[src/inc/clock_ctrl_defs.vh]
// constants for the converter clock source and delay loop control block
`ifndef CLOCK_CTRL_DEFS_VH
`define CLOCK_CTRL_DEFS_VH

`define ADDR_W              8
`define DATA_W              8

`define OFS_SOFT_RESET      8'h00
`define OFS_LOOP_CTRL       8'h52
`define OFS_ORIGIN_CTRL     8'h53
`define OFS_PHASE_CTRL      8'h64
`define OFS_PLL_CLK_CTRL    8'h6D
`define OFS_CLOCK_STATUS    8'h7E

// delay loop control fields
`define LOOP_EN_BIT         0
`define DUTY_BIT            1
`define LOOP_OUTCLK_BIT     2
`define LOOP_PHASE_LSB      3
`define LOOP_PHASE_MSB      5
`define LOOP_RESET_BIT      6
// clock origin field
`define ORIGIN_BIT          0
// output clock phase fields
`define PHASE_EN_BIT        0
`define DEC_PHASE_LSB       1
`define DEC_PHASE_MSB       3
// pll clock gate field
`define PLL_CLK_EN_BIT      0
// soft reset command field
`define SOFT_RESET_BIT      0
// status field: writing 1 clears the sticky loop reset advice
`define ADVISED_BIT         5

`define LOOP_CTRL_RESET     8'h40
`define ORIGIN_CTRL_RESET   8'h00
`define PHASE_CTRL_RESET    8'h00
`define PLL_CLK_CTRL_RESET  8'h00

// core clock source codes
`define CORE_DIRECT         2'h0
`define CORE_LOOP           2'h1
`define CORE_PLL            2'h2
// output data clock source codes
`define OUT_INPUT_BUFFER    2'h0
`define OUT_LOOP            2'h1
`define OUT_DECIMATION      2'h2
`define OUT_PLL             2'h3

`define CLK_PERIOD_NS       10
`define LOOP_RESET_NS       160
`define LOOP_RESET_CYCLES   ((`LOOP_RESET_NS + `CLK_PERIOD_NS - 1) / `CLK_PERIOD_NS)
`define LOOP_CNT_W          5

`endif

[src/rtl/dll_reset_ctrl.v]
// sequencer that holds the delay loop in reset after a soft reset command
`timescale 1ns/100ps
`include "clock_ctrl_defs.vh"

module dll_reset_ctrl (
  input  wire clock,
  input  wire rst_b,
  input  wire start,
  output reg  busy,
  output reg  done
);

  localparam IDLE = 1'b0;
  localparam HOLD = 1'b1;
  localparam integer           LAST_INT = `LOOP_RESET_CYCLES - 1;
  localparam [`LOOP_CNT_W-1:0] LAST     = LAST_INT[`LOOP_CNT_W-1:0];

  reg                   state;
  reg [`LOOP_CNT_W-1:0] count;

  always @(posedge clock or negedge rst_b) begin
    if (!rst_b) begin
      state <= IDLE;
      count <= {`LOOP_CNT_W{1'b0}};
      busy  <= 1'b0;
      done  <= 1'b0;
    end else begin
      done <= 1'b0;
      case (state)
        IDLE: begin
          if (start) begin
            state <= HOLD;
            count <= {`LOOP_CNT_W{1'b0}};
            busy  <= 1'b1;
          end
        end
        HOLD: begin
          if (count == LAST) begin
            state <= IDLE;
            busy  <= 1'b0;
            done  <= 1'b1;
          end else begin
            count <= count + 1'b1;
          end
        end
        default: begin
          state <= IDLE;
          busy  <= 1'b0;
        end
      endcase
    end
  end

endmodule

[src/rtl/clock_route_decode.v]
// combinational decode of the control bits into clock routing selects
`timescale 1ns/100ps
`include "clock_ctrl_defs.vh"

module clock_route_decode (
  input  wire       origin_pll,
  input  wire       loop_enable,
  input  wire       loop_in_reset,
  input  wire       duty_correction,
  input  wire       delay_loop_outclk_enable,
  input  wire       outclk_phase_shift_enable,
  input  wire [2:0] outclk_phase_via_loop,
  input  wire [2:0] outclk_phase_in_decimation,
  input  wire       decimation_active,
  input  wire       pll_clk_enable,
  output reg  [1:0] core_source,
  output reg        core_clock_gate,
  output reg        duty_active,
  output reg  [1:0] outclk_source,
  output reg        outclk_phase_active,
  output reg  [2:0] outclk_phase
);

  // the loop carries the core clock only with the external origin selected
  function loop_path;
    input pll_sel;
    input loop_en;
    begin
      loop_path = !pll_sel && loop_en;
    end
  endfunction

  always @* begin
    core_source         = `CORE_DIRECT;
    core_clock_gate     = 1'b1;
    duty_active         = 1'b0;
    outclk_source       = `OUT_INPUT_BUFFER;
    outclk_phase_active = 1'b0;
    outclk_phase        = 3'h0;
    if (origin_pll) begin
      core_source     = `CORE_PLL;
      core_clock_gate = pll_clk_enable;
    end else if (loop_path(origin_pll, loop_enable)) begin
      core_source     = `CORE_LOOP;
      core_clock_gate = !loop_in_reset;
      duty_active     = duty_correction;
    end
    if (decimation_active) begin
      outclk_source = `OUT_DECIMATION;
      if (outclk_phase_shift_enable) begin
        outclk_phase_active = 1'b1;
        outclk_phase        = outclk_phase_in_decimation;
      end
    end else if (origin_pll) begin
      outclk_source = `OUT_PLL;
    end else if (loop_path(origin_pll, loop_enable) && delay_loop_outclk_enable) begin
      outclk_source = `OUT_LOOP;
      if (outclk_phase_shift_enable) begin
        outclk_phase_active = 1'b1;
        outclk_phase        = outclk_phase_via_loop;
      end
    end else begin
      outclk_source = `OUT_INPUT_BUFFER;
    end
  end

endmodule

[src/rtl/clock_select_ctrl.v]
// clock source selection, delay loop control and output clock routing
`timescale 1ns/100ps
`include "clock_ctrl_defs.vh"

module clock_select_ctrl (
  input  wire              clock,
  input  wire              rst_b,
  input  wire [`ADDR_W-1:0] addr,
  input  wire [`DATA_W-1:0] wr_data,
  input  wire              wr_en,
  input  wire              rd_en,
  output reg  [`DATA_W-1:0] rd_data,
  input  wire              decimation_active,
  output reg  [1:0]        core_source,
  output reg               core_clock_gate,
  output reg               loop_active,
  output reg               loop_reset,
  output reg               duty_active,
  output reg  [1:0]        outclk_source,
  output reg               outclk_phase_active,
  output reg  [2:0]        outclk_phase,
  output reg               pll_clock_gate
);

  // control registers
  reg [`DATA_W-1:0] delay_loop_control;
  reg [`DATA_W-1:0] clock_origin_control;
  reg [`DATA_W-1:0] output_clock_phase_control;
  reg [`DATA_W-1:0] pll_clock_control;

  // sticky hint that the clock setup changed while the loop was running
  reg               reset_advised;

  wire wr_loop   = wr_en && (addr == `OFS_LOOP_CTRL);
  wire wr_origin = wr_en && (addr == `OFS_ORIGIN_CTRL);
  wire wr_phase  = wr_en && (addr == `OFS_PHASE_CTRL);
  wire wr_pll    = wr_en && (addr == `OFS_PLL_CLK_CTRL);
  wire wr_soft   = wr_en && (addr == `OFS_SOFT_RESET);
  wire wr_status = wr_en && (addr == `OFS_CLOCK_STATUS);

  wire loop_enable              = delay_loop_control[`LOOP_EN_BIT];
  wire duty_correction          = delay_loop_control[`DUTY_BIT];
  wire delay_loop_outclk_enable = delay_loop_control[`LOOP_OUTCLK_BIT];
  wire [2:0] outclk_phase_via_loop =
    delay_loop_control[`LOOP_PHASE_MSB:`LOOP_PHASE_LSB];
  wire loop_reset_bit           = delay_loop_control[`LOOP_RESET_BIT];
  wire origin_pll               = clock_origin_control[`ORIGIN_BIT];
  wire outclk_phase_shift_enable = output_clock_phase_control[`PHASE_EN_BIT];
  wire [2:0] outclk_phase_in_decimation =
    output_clock_phase_control[`DEC_PHASE_MSB:`DEC_PHASE_LSB];
  wire pll_clk_enable           = pll_clock_control[`PLL_CLK_EN_BIT];

  // soft reset only sequences the loop when the loop is enabled
  wire soft_start = wr_soft && wr_data[`SOFT_RESET_BIT] && loop_enable;

  wire seq_busy;
  wire seq_done;

  dll_reset_ctrl u_reset_seq (
    .clock (clock),
    .rst_b (rst_b),
    .start (soft_start),
    .busy  (seq_busy),
    .done  (seq_done)
  );

  wire       loop_in_reset = loop_reset_bit || seq_busy || soft_start;
  wire [1:0] next_core_source;
  wire       next_core_gate;
  wire       next_duty;
  wire [1:0] next_out_source;
  wire       next_phase_active;
  wire [2:0] next_phase;

  clock_route_decode u_decode (
    .origin_pll                 (origin_pll),
    .loop_enable                (loop_enable),
    .loop_in_reset              (loop_in_reset),
    .duty_correction            (duty_correction),
    .delay_loop_outclk_enable   (delay_loop_outclk_enable),
    .outclk_phase_shift_enable  (outclk_phase_shift_enable),
    .outclk_phase_via_loop      (outclk_phase_via_loop),
    .outclk_phase_in_decimation (outclk_phase_in_decimation),
    .decimation_active          (decimation_active),
    .pll_clk_enable             (pll_clk_enable),
    .core_source                (next_core_source),
    .core_clock_gate            (next_core_gate),
    .duty_active                (next_duty),
    .outclk_source              (next_out_source),
    .outclk_phase_active        (next_phase_active),
    .outclk_phase               (next_phase)
  );

  // a change of clock origin or loop enable while the loop runs calls for a
  // software loop reset; the block only flags it and does not act on its own
  wire setup_change = loop_enable && !loop_in_reset &&
                      ((wr_origin && (wr_data[`ORIGIN_BIT] != origin_pll)) ||
                       (wr_loop && !wr_data[`LOOP_EN_BIT]));

  wire [`DATA_W-1:0] status_word = {2'h0,
                                    reset_advised,
                                    seq_busy,
                                    loop_in_reset,
                                    core_clock_gate,
                                    core_source};

  // control register writes
  always @(posedge clock or negedge rst_b) begin
    if (!rst_b) begin
      delay_loop_control         <= `LOOP_CTRL_RESET;
      clock_origin_control       <= `ORIGIN_CTRL_RESET;
      output_clock_phase_control <= `PHASE_CTRL_RESET;
      pll_clock_control          <= `PLL_CLK_CTRL_RESET;
    end else begin
      if (wr_loop) begin
        delay_loop_control <= {1'b0, wr_data[`DATA_W-2:0]};
      end else if (soft_start) begin
        // the hold shows in the reset bit until the sequence clears it
        delay_loop_control[`LOOP_RESET_BIT] <= 1'b1;
      end else if (seq_done) begin
        // auto clear after the soft reset hold ends
        delay_loop_control[`LOOP_RESET_BIT] <= 1'b0;
      end
      if (wr_origin) begin
        clock_origin_control <= {7'h00, wr_data[`ORIGIN_BIT]};
      end
      if (wr_phase) begin
        output_clock_phase_control <= {4'h0, wr_data[`DEC_PHASE_MSB:0]};
      end
      if (wr_pll) begin
        pll_clock_control <= {7'h00, wr_data[`PLL_CLK_EN_BIT]};
      end
    end
  end

  // software may still set the reset bit during a sequence; a write wins over the
  // automatic clear only in the seq_done cycle, an earlier write is cleared when the hold ends

  // sticky flag: a new event wins over a software clear in the same cycle
  always @(posedge clock or negedge rst_b) begin
    if (!rst_b) begin
      reset_advised <= 1'b0;
    end else if (setup_change) begin
      reset_advised <= 1'b1;
    end else if (wr_status && wr_data[`ADVISED_BIT]) begin
      reset_advised <= 1'b0;
    end
  end

  // read port: data one cycle after the strobe, zero for unmapped offsets
  always @(posedge clock or negedge rst_b) begin
    if (!rst_b) begin
      rd_data <= {`DATA_W{1'b0}};
    end else if (rd_en) begin
      case (addr)
        `OFS_LOOP_CTRL:    rd_data <= delay_loop_control;
        `OFS_ORIGIN_CTRL:  rd_data <= clock_origin_control;
        `OFS_PHASE_CTRL:   rd_data <= output_clock_phase_control;
        `OFS_PLL_CLK_CTRL: rd_data <= pll_clock_control;
        `OFS_CLOCK_STATUS: rd_data <= status_word;
        default:           rd_data <= {`DATA_W{1'b0}};
      endcase
    end else begin
      rd_data <= {`DATA_W{1'b0}};
    end
  end

  // routing outputs are registered so the clock muxes see glitch-free selects
  always @(posedge clock or negedge rst_b) begin
    if (!rst_b) begin
      core_source         <= `CORE_DIRECT;
      core_clock_gate     <= 1'b1;
      loop_active         <= 1'b0;
      loop_reset          <= 1'b1;
      duty_active         <= 1'b0;
      outclk_source       <= `OUT_INPUT_BUFFER;
      outclk_phase_active <= 1'b0;
      outclk_phase        <= 3'h0;
      pll_clock_gate      <= 1'b0;
    end else begin
      core_source         <= next_core_source;
      core_clock_gate     <= next_core_gate;
      loop_active         <= loop_enable;
      loop_reset          <= loop_in_reset;
      duty_active         <= next_duty && !loop_in_reset;
      outclk_source       <= next_out_source;
      outclk_phase_active <= next_phase_active;
      outclk_phase        <= next_phase;
      pll_clock_gate      <= origin_pll && pll_clk_enable;
    end
  end

endmodule

[config.mk]
export PLATFORM = sky130hd
export DESIGN_NAME = clock_select_ctrl
export DESIGN_NICKNAME = d
export VERILOG_FILES = /design/src/rtl/dll_reset_ctrl.v /design/src/rtl/clock_route_decode.v /design/src/rtl/clock_select_ctrl.v
export VERILOG_INCLUDE_DIRS = /design/src /design/src/inc
export SDC_FILE = /design/constraint.sdc
export NUM_CORES = 1
export LEC_CHECK = 0
export BUFFER_PORTS_ARGS = -buffer_cell sky130_fd_sc_hd__buf_4
export CAP_MARGIN = 10
export CORE_ASPECT_RATIO = 0.8
export CORE_MARGIN = 2
export CORE_UTILIZATION = 35
export CTS_CLUSTER_SIZE = 24
export DETAILED_ROUTE_END_ITERATION = 10
export PLACE_DENSITY = 0.65
export RECOVER_POWER = 50
export SLEW_MARGIN = 20
export SYNTH_ARGS = -nofsm -noshare
export SYNTH_HDL_FRONTEND = slang
export SYNTH_SLANG_ARGS = --single-unit
[constraint.sdc]
create_clock -name clock -period 4.6 [get_ports clock]
set_input_delay 0 -clock clock [delete_from_list [all_inputs] [get_ports clock]]
set_output_delay 0 -clock clock [all_outputs]
set_load 0.03 [all_outputs]
==> results.py, run 1 <==
metrics = {
    "logic_synthesis": {
        "yosysUniqueCellTypes": 46,
        "synth_fp_nets": 183,
        "synth_top_area_cell": "dfrtp_1",
        "synth_seq_cells": 42,
        "seq_area_frac_synth_pct": 55.1,
        "yosysMostFrequentCell": "dfrtp_1",
        "postSynthCellCount": 160,
        "synth.top_cell.area_share_pct": 50.9,
        "syn_area_per_cell_um2": 12.0,
        "synth_edf_count": 0,
        "synthTopCellsByCount": "dfrtp_1, nor2_1, nand2_1, mux2_2, nor2b_1",
        "netlist_area_mm2": 0.00192,
        "synth_area_leaders": "dfrtp_1, mux2_2, dfstp_2",
        "async_flop_share_pct": 100,
        "yosysWarnings": 0,
        "synth_ff_type": "dfrtp_1",
    },
    "timing": {
        "relSlewSlack_pct": -44.9,
        "slew_viol_final": 43,
        "period_share_pct": 46.5,
        "finClkSkew_ns": 0.00529,
        "min_period_ns": 2.14,
        "rsz0062_at_grt": "false",
        "hold_violations": 0,
        "final.setup.tns_ns": 0,
        "worst_pin_slew_ns": 2.17,
        "setup_viol": 0,
        "hold_ws_ns": 0.0280,
        "max_freq_mhz": 468,
    },
    "worst_setup_path": {
        "worst-path-max-fanout": 42,
        "endpoint_kind": "async pin",
        "critPathKind": "input port to async pin",
        "path_cells": "dlygate4sd3_1 > clkbuf_1",
        "path_delay_family": "buffers and inverters",
        "crit_buf_inv": 2,
        "start_kind": "input port",
        "crit_arrival_ns": 2.10,
        "cpPeakStageDelay_ns": 1.55,
        "slowest_stage": "clkbuf_1",
        "worst_ep_required_time_ns": 4.56,
    },
    "clock_tree": {
        "post_cts_resized": 0,
        "cts_buffers": 5,
        "htreeDepth": 2,
        "clk_path_buf_depth": 2,
        "cts_root_buffer": "clkbuf_8",
        "insertion_delay_ns": 0.29,
        "cts_tree": "done",
        "post_cts_buffers": 0,
        "clkTransAtPathRegs_ns": 0.08,
        "cts_sinks": 42,
    },
    "detailed_routing": {
        "ant_nets": 0,
        "drt-vias-per-instance": 4.99,
        "drc": 0,
        "drtIter0Drc": 127,
        "wl_per_cell_um": 14.6,
        "wl_met1_um": 2000,
        "dr.pass1.iters": 4,
        "top_layer": "met4",
        "dr_wl_met3_um": 146,
        "dr_wl_met2_um": 1910,
        "drt_wl_total_um": 4070,
        "dr_total_vias": 1387,
    },
    "die": {
        "ios": 42,
        "die_area_mm2": 0.00608,
        "die_width_um": 86.7,
        "num_rows": 24,
        "core_mm2": 0.00538,
        "die_h_um": 70.2,
        "initial_utilization_pct": 35.6,
    },
    "placed_design": {
        "portBuffers": 39,
        "dp_hpwl_um": 2980,
        "place.gp.congestion": 0.814,
        "dpl_cell_area_mm2": 0.00227,
    },
    "cells_and_area": {
        "stdcell_area_mm2": 0.00244,
        "fin_util_pct": 45.4,
        "fillerInstances": 518,
        "antenna_cells": 0,
        "layout-drive-gt1-share_pct": 29.6,
        "final_nets": 235,
        "synthToLayoutAreaGrowth_pct": 27.5,
    },
    "grt": {
        "grt_pass1_wl_um": 6800,
        "overflow": 0,
        "grt_max_degree": 43,
        "antenna_found_initial": 0,
        "grt_pass1_vias": 1369,
        "track_usage_pct": 14.5,
    },
    "power_and_ir_drop": {
        "power_density_mw_per_mm2": 307,
        "leakagePower_nw": 1.08,
        "peakVddDrop_v": 0.000176,
    },
    "outcome": {
        "violations": "max-capacitance violations, max-slew violations",
        "outcome": "complete, but fails checks",
    },
    "job": {
        "drv_cap": 1,
    },
    "min_path": {
        "hold_class": "input port to flip-flop",
    },
}
==> metrics by stage <==
stage                     cells  setup WS (ns)  power (mW)
after floorplan             160           3.04       0.431
after global placement      261           2.92       0.468
after detailed placement    261           2.90       0.469
after CTS                   277           2.89       0.758
after global routing        278           1.95       0.786
final                       278           2.46       0.750
==> state kept, by name (all words and copies together) (netlist names), 2 cells and up <==
register / cells
outclk_phase: 3
u_reset_seq.count: 5
output_clock_phase_control: 4
core_source: 2
outclk_source: 2
delay_loop_control: 7
rd_data: 7
==> path summary, 6_finish.rpt <==
path                                       from                    end  slack, ns  depth (start not counted)
hold / removal                            rd_en             rd_data[6]       0.03                          2
setup reg to reg           u_reset_seq.count[0]   u_reset_seq.count[3]       2.90                          7
max in group clock         u_reset_seq.count[0]   u_reset_seq.count[3]       2.90                          7
hold reg to reg                u_reset_seq.done  delay_loop_control[6]       0.46                          2
min in group asynchronous                 rst_b            loop_active       0.89                          2
setup / recovery                          rst_b       outclk_source[1]       2.46                          2
==> timing repair <==
item | 4_1_cts | 5_1_grt
hold buffers | 8 | 1
endpoints found under the hold margin | 51 | 1
endpoints found under the setup margin | 0 | 0
==> where the power goes <==
group          switching [mW]  internal (mW)  leakage, nW
combinational          0.0408         0.0351        0.483
sequential            0.00939          0.381        0.546
clock                   0.122          0.162       0.0514
==> logic make-up after synthesis <==
kind of cell             count (synthesis)  share of synthesized area (%)
flip-flops                              42                           55.1
other                                    1                          0.196
buffers and inverters                    5                           1.31
adder cells (fa/ha/maj)                  2                           1.31
AO/OA/AOI/OAI                           25                           10.3
multiplexers                            13                           8.36
AND/OR/NAND/NOR                         69                           22.1
XOR/XNOR                                 3                           1.37
==> layout make-up <==
cell class | count | area (um^2) | area share (%)
flip-flops and latches | 42 | 1050 | 43.2
multi-input cells | 113 | 836 | 34.2
repair buffers | 48 | 353 | 14.4
well taps | 65 | 81.3 | 3.33
clock buffers | 6 | 72.6 | 2.97
clock inverters | 2 | 37.5 | 1.54
inverters | 2 | 7.51 | 0.307
==> layout by cell type (no fill, tap or decap), types with 2 or more instances in the layout <==
cell type and n:
a21boi_0 3, a21oi_1 3, a222oi_1 2, a22oi_1 4, a2bb2oi_1 3, and2_1 3
and3_1 2, buf_4 31, clkbuf_1 9, clkbuf_8 5, dfrtp_1 39, dfstp_2 3
dlygate4sd3_1 9, ha_1 2, inv_1 2, mux2_2 8, mux2_4 4, nand2_1 10
nand2b_1 2, nand3_1 4, nand3b_1 3, nand4_1 3, nand4b_1 2, nor2_1 18
nor2b_1 5, nor4_4 2, o21ai_0 2, o22ai_1 2, or2_2 3, or3_1 3
xor2_1 2
==> metal layers <==
metal  vias to the layer above  global-route usage (%)
li1                        684                       -
met1                       675                    20.6
met5                         -                       0
met2                        26                    22.2
met3                         2                    4.26
met4                         0                    2.60
(Power assumes the default switching activity.)
==> run 2, diff against run 1 <==
clock period = 2.02 ns   (was 4.6 ns; I/O delays follow)
==> results.py, run 2 (synthesis gave the netlist of run 1 again) <==
metrics = {
    "worst_setup_path": {
        "worst-path-max-fanout": 4,
        "ff2ff_path_depth": 7,
        "crit_start": "u_reset_seq.count[0]",
        "critPathKind": "flip-flop to flip-flop",
        "rrSetupSlack_ns": 0.33,
        "reg2reg_to": "u_reset_seq.count[3]",
        "endpoint_kind": "flip-flop",
        "start_kind": "flip-flop",
        "reg2reg_from": "u_reset_seq.count[0]",
        "crit_arrival_ns": 1.87,
        "worst_ep_required_time_ns": 2.19,
    },
    "die": {
        "initial_utilization_pct": 35.6,
        "die_width_um": 86.7,
        "core_mm2": 0.00538,
        "die_area_mm2": 0.00608,
        "die_h_um": 70.2,
        "ios": 42,
        "num_rows": 24,
    },
    "cells_and_area": {
        "antenna_cells": 0,
        "layout-drive-gt1-share_pct": 31.5,
        "mostFrequentLayoutCells": "dfrtp_1, buf_4, nor2_1",
        "synthToLayoutAreaGrowth_pct": 27.7,
        "layout_commonest_cell": "dfrtp_1",
        "final_cell_count_no_fill": 281,
        "largestRegisters": "delay_loop_control x7, rd_data x7, u_reset_seq.count x5",
        "fillerInstances": 504,
        "final_nets": 238,
    },
    "power_and_ir_drop": {
        "leakagePower_nw": 1.09,
        "power_density_mw_per_mm2": 655,
        "power_mw": 1.60,
        "peakVddDrop_v": 0.000404,
    },
    "min_path": {
        "holdCritStartpoint": "wr_data[0]",
        "min_to": "output_clock_phase_control[0]",
        "hold_class": "input port to flip-flop",
        "hold_depth": 2,
    },
    "placed_design": {
        "preCtsSetupSlack_ns": 0.337,
        "placed_cells": 264,
        "portBuffers": 39,
        "dp_hpwl_um": 2950,
        "place.gp.congestion": 0.816,
    },
    "timing": {
        "max_freq_mhz": 590,
        "period_share_pct": 83.9,
        "min_period_ns": 1.69,
        "timing.final.ws_setup_ns": 0.326,
        "final.setup.tns_ns": 0,
        "setup_viol": 0,
        "slew_viol_final": 0,
        "relSlewSlack_pct": 32.5,
        "rsz0062_at_grt": "false",
        "worst_pin_slew_ns": 1.01,
        "hold_violations": 0,
        "finClkSkew_ns": 0.00464,
    },
    "detailed_routing": {
        "drt-vias-per-instance": 5.03,
        "dr_total_vias": 1414,
        "drt_wl_total_um": 4160,
        "wl_per_cell_um": 14.8,
        "drtIter0Drc": 86,
        "drc": 0,
        "ant_nets": 0,
        "dr.pass1.iters": 4,
    },
    "clock_tree": {
        "insertion_delay_ns": 0.29,
        "cts_root_buffer": "clkbuf_8",
        "post_cts_buffers": 0,
        "clk_path_buf_depth": 2,
        "cts_sinks": 42,
        "cts_tree": "done",
        "htreeDepth": 2,
        "clkTransAtPathRegs_ns": 0.08,
        "cts_buffers": 5,
    },
    "grt": {
        "grt_max_degree": 43,
        "overflow": 0,
        "grt_pass1_wl_um": 7110,
        "grt_pass1_vias": 1456,
        "antenna_found_initial": 0,
        "track_usage_pct": 15.4,
    },
    "job": {
        "drv_cap": 0,
    },
    "outcome": {
        "outcome": "complete, no violations",
    },
}
[run 2: cell count changes in the layout (fill, tap and decap cells not counted)]
| cell | previous run | this run |
|---|---|---|
| buf_4 | 31 | 34 |
| bufinv_16 | 1 | 0 |
| clkbuf_1 | 9 | 7 |
| clkbuf_2 | 0 | 1 |
| clkinv_2 | 0 | 1 |
| clkinv_4 | 0 | 1 |
[run 2: where the power goes]
group          internal [mW]  total (mW)  switching, mW
Combinational         0.0821       0.175         0.0931
Clock                  0.243       0.537          0.295
Sequential             0.867       0.890         0.0224
[run 2: what timing repair did]
item | in CTS | in global routing
setup endpoints to repair | 0 | 0
hold buffers | 9 | 0
hold endpoints to repair | 53 | 0
resized for setup | 0 | 0
[run 2: cell type report]
class                           instances  area [um^2]  area share (%)
Clock buffer                            5         68.8            2.81
Tap cell                               65         81.3            3.32
Timing Repair Buffer                   51          377            15.4
Inverter                                2         7.51           0.307
Multi-Input combinational cell        113          836            34.2
Clock inverter                          3         21.3           0.870
Sequential cell                        42         1050            43.1
[run 2: critical path: stages, from the launching register on]
cell	delay [ns]
dfrtp_1	0.41
ha_1	0.22
and3_1	0.18
ha_1	0.19
nor2b_1	0.24
nand4_1	0.15
xor2_1	0.14
nor2_1	0.05
[run 2: worst max path at each step]
| stage | end |
|---|---|
| 2_1_floorplan | u_reset_seq.count[3] |
| 3_3_place_gp | u_reset_seq.count[3] |
| 6_report | u_reset_seq.count[3] |
| 3_5_place_dp | u_reset_seq.count[3] |
| 4_1_cts | u_reset_seq.count[3] |
| 5_1_grt | u_reset_seq.count[3] |
[run 2: metrics by stage]
step | cell area (um^2) | utilization (%) | hold slack [ns]
finish | 2450 | 45.5 | 0.00585
global route | 2450 | 45.5 | 0.00548
CTS | 2470 | 46.0 | 0.00300
detailed placement | 2290 | 42.7 | 0.0118
global placement | 2290 | 42.7 | 0.0128
floorplan | 1920 | - | -0.296
[run 2: layer usage]
| layer | vias up | track usage [%] | wire, um |
|---|---|---|---|
| met5 | - | 0 | 0 |
| met4 | 0 | 4.17 | 51 |
| met3 | 7 | 4.61 | 198 |
| met2 | 41 | 24.7 | 2000 |
| met1 | 671 | 20.2 | 1910 |
| li1 | 695 | - | - |
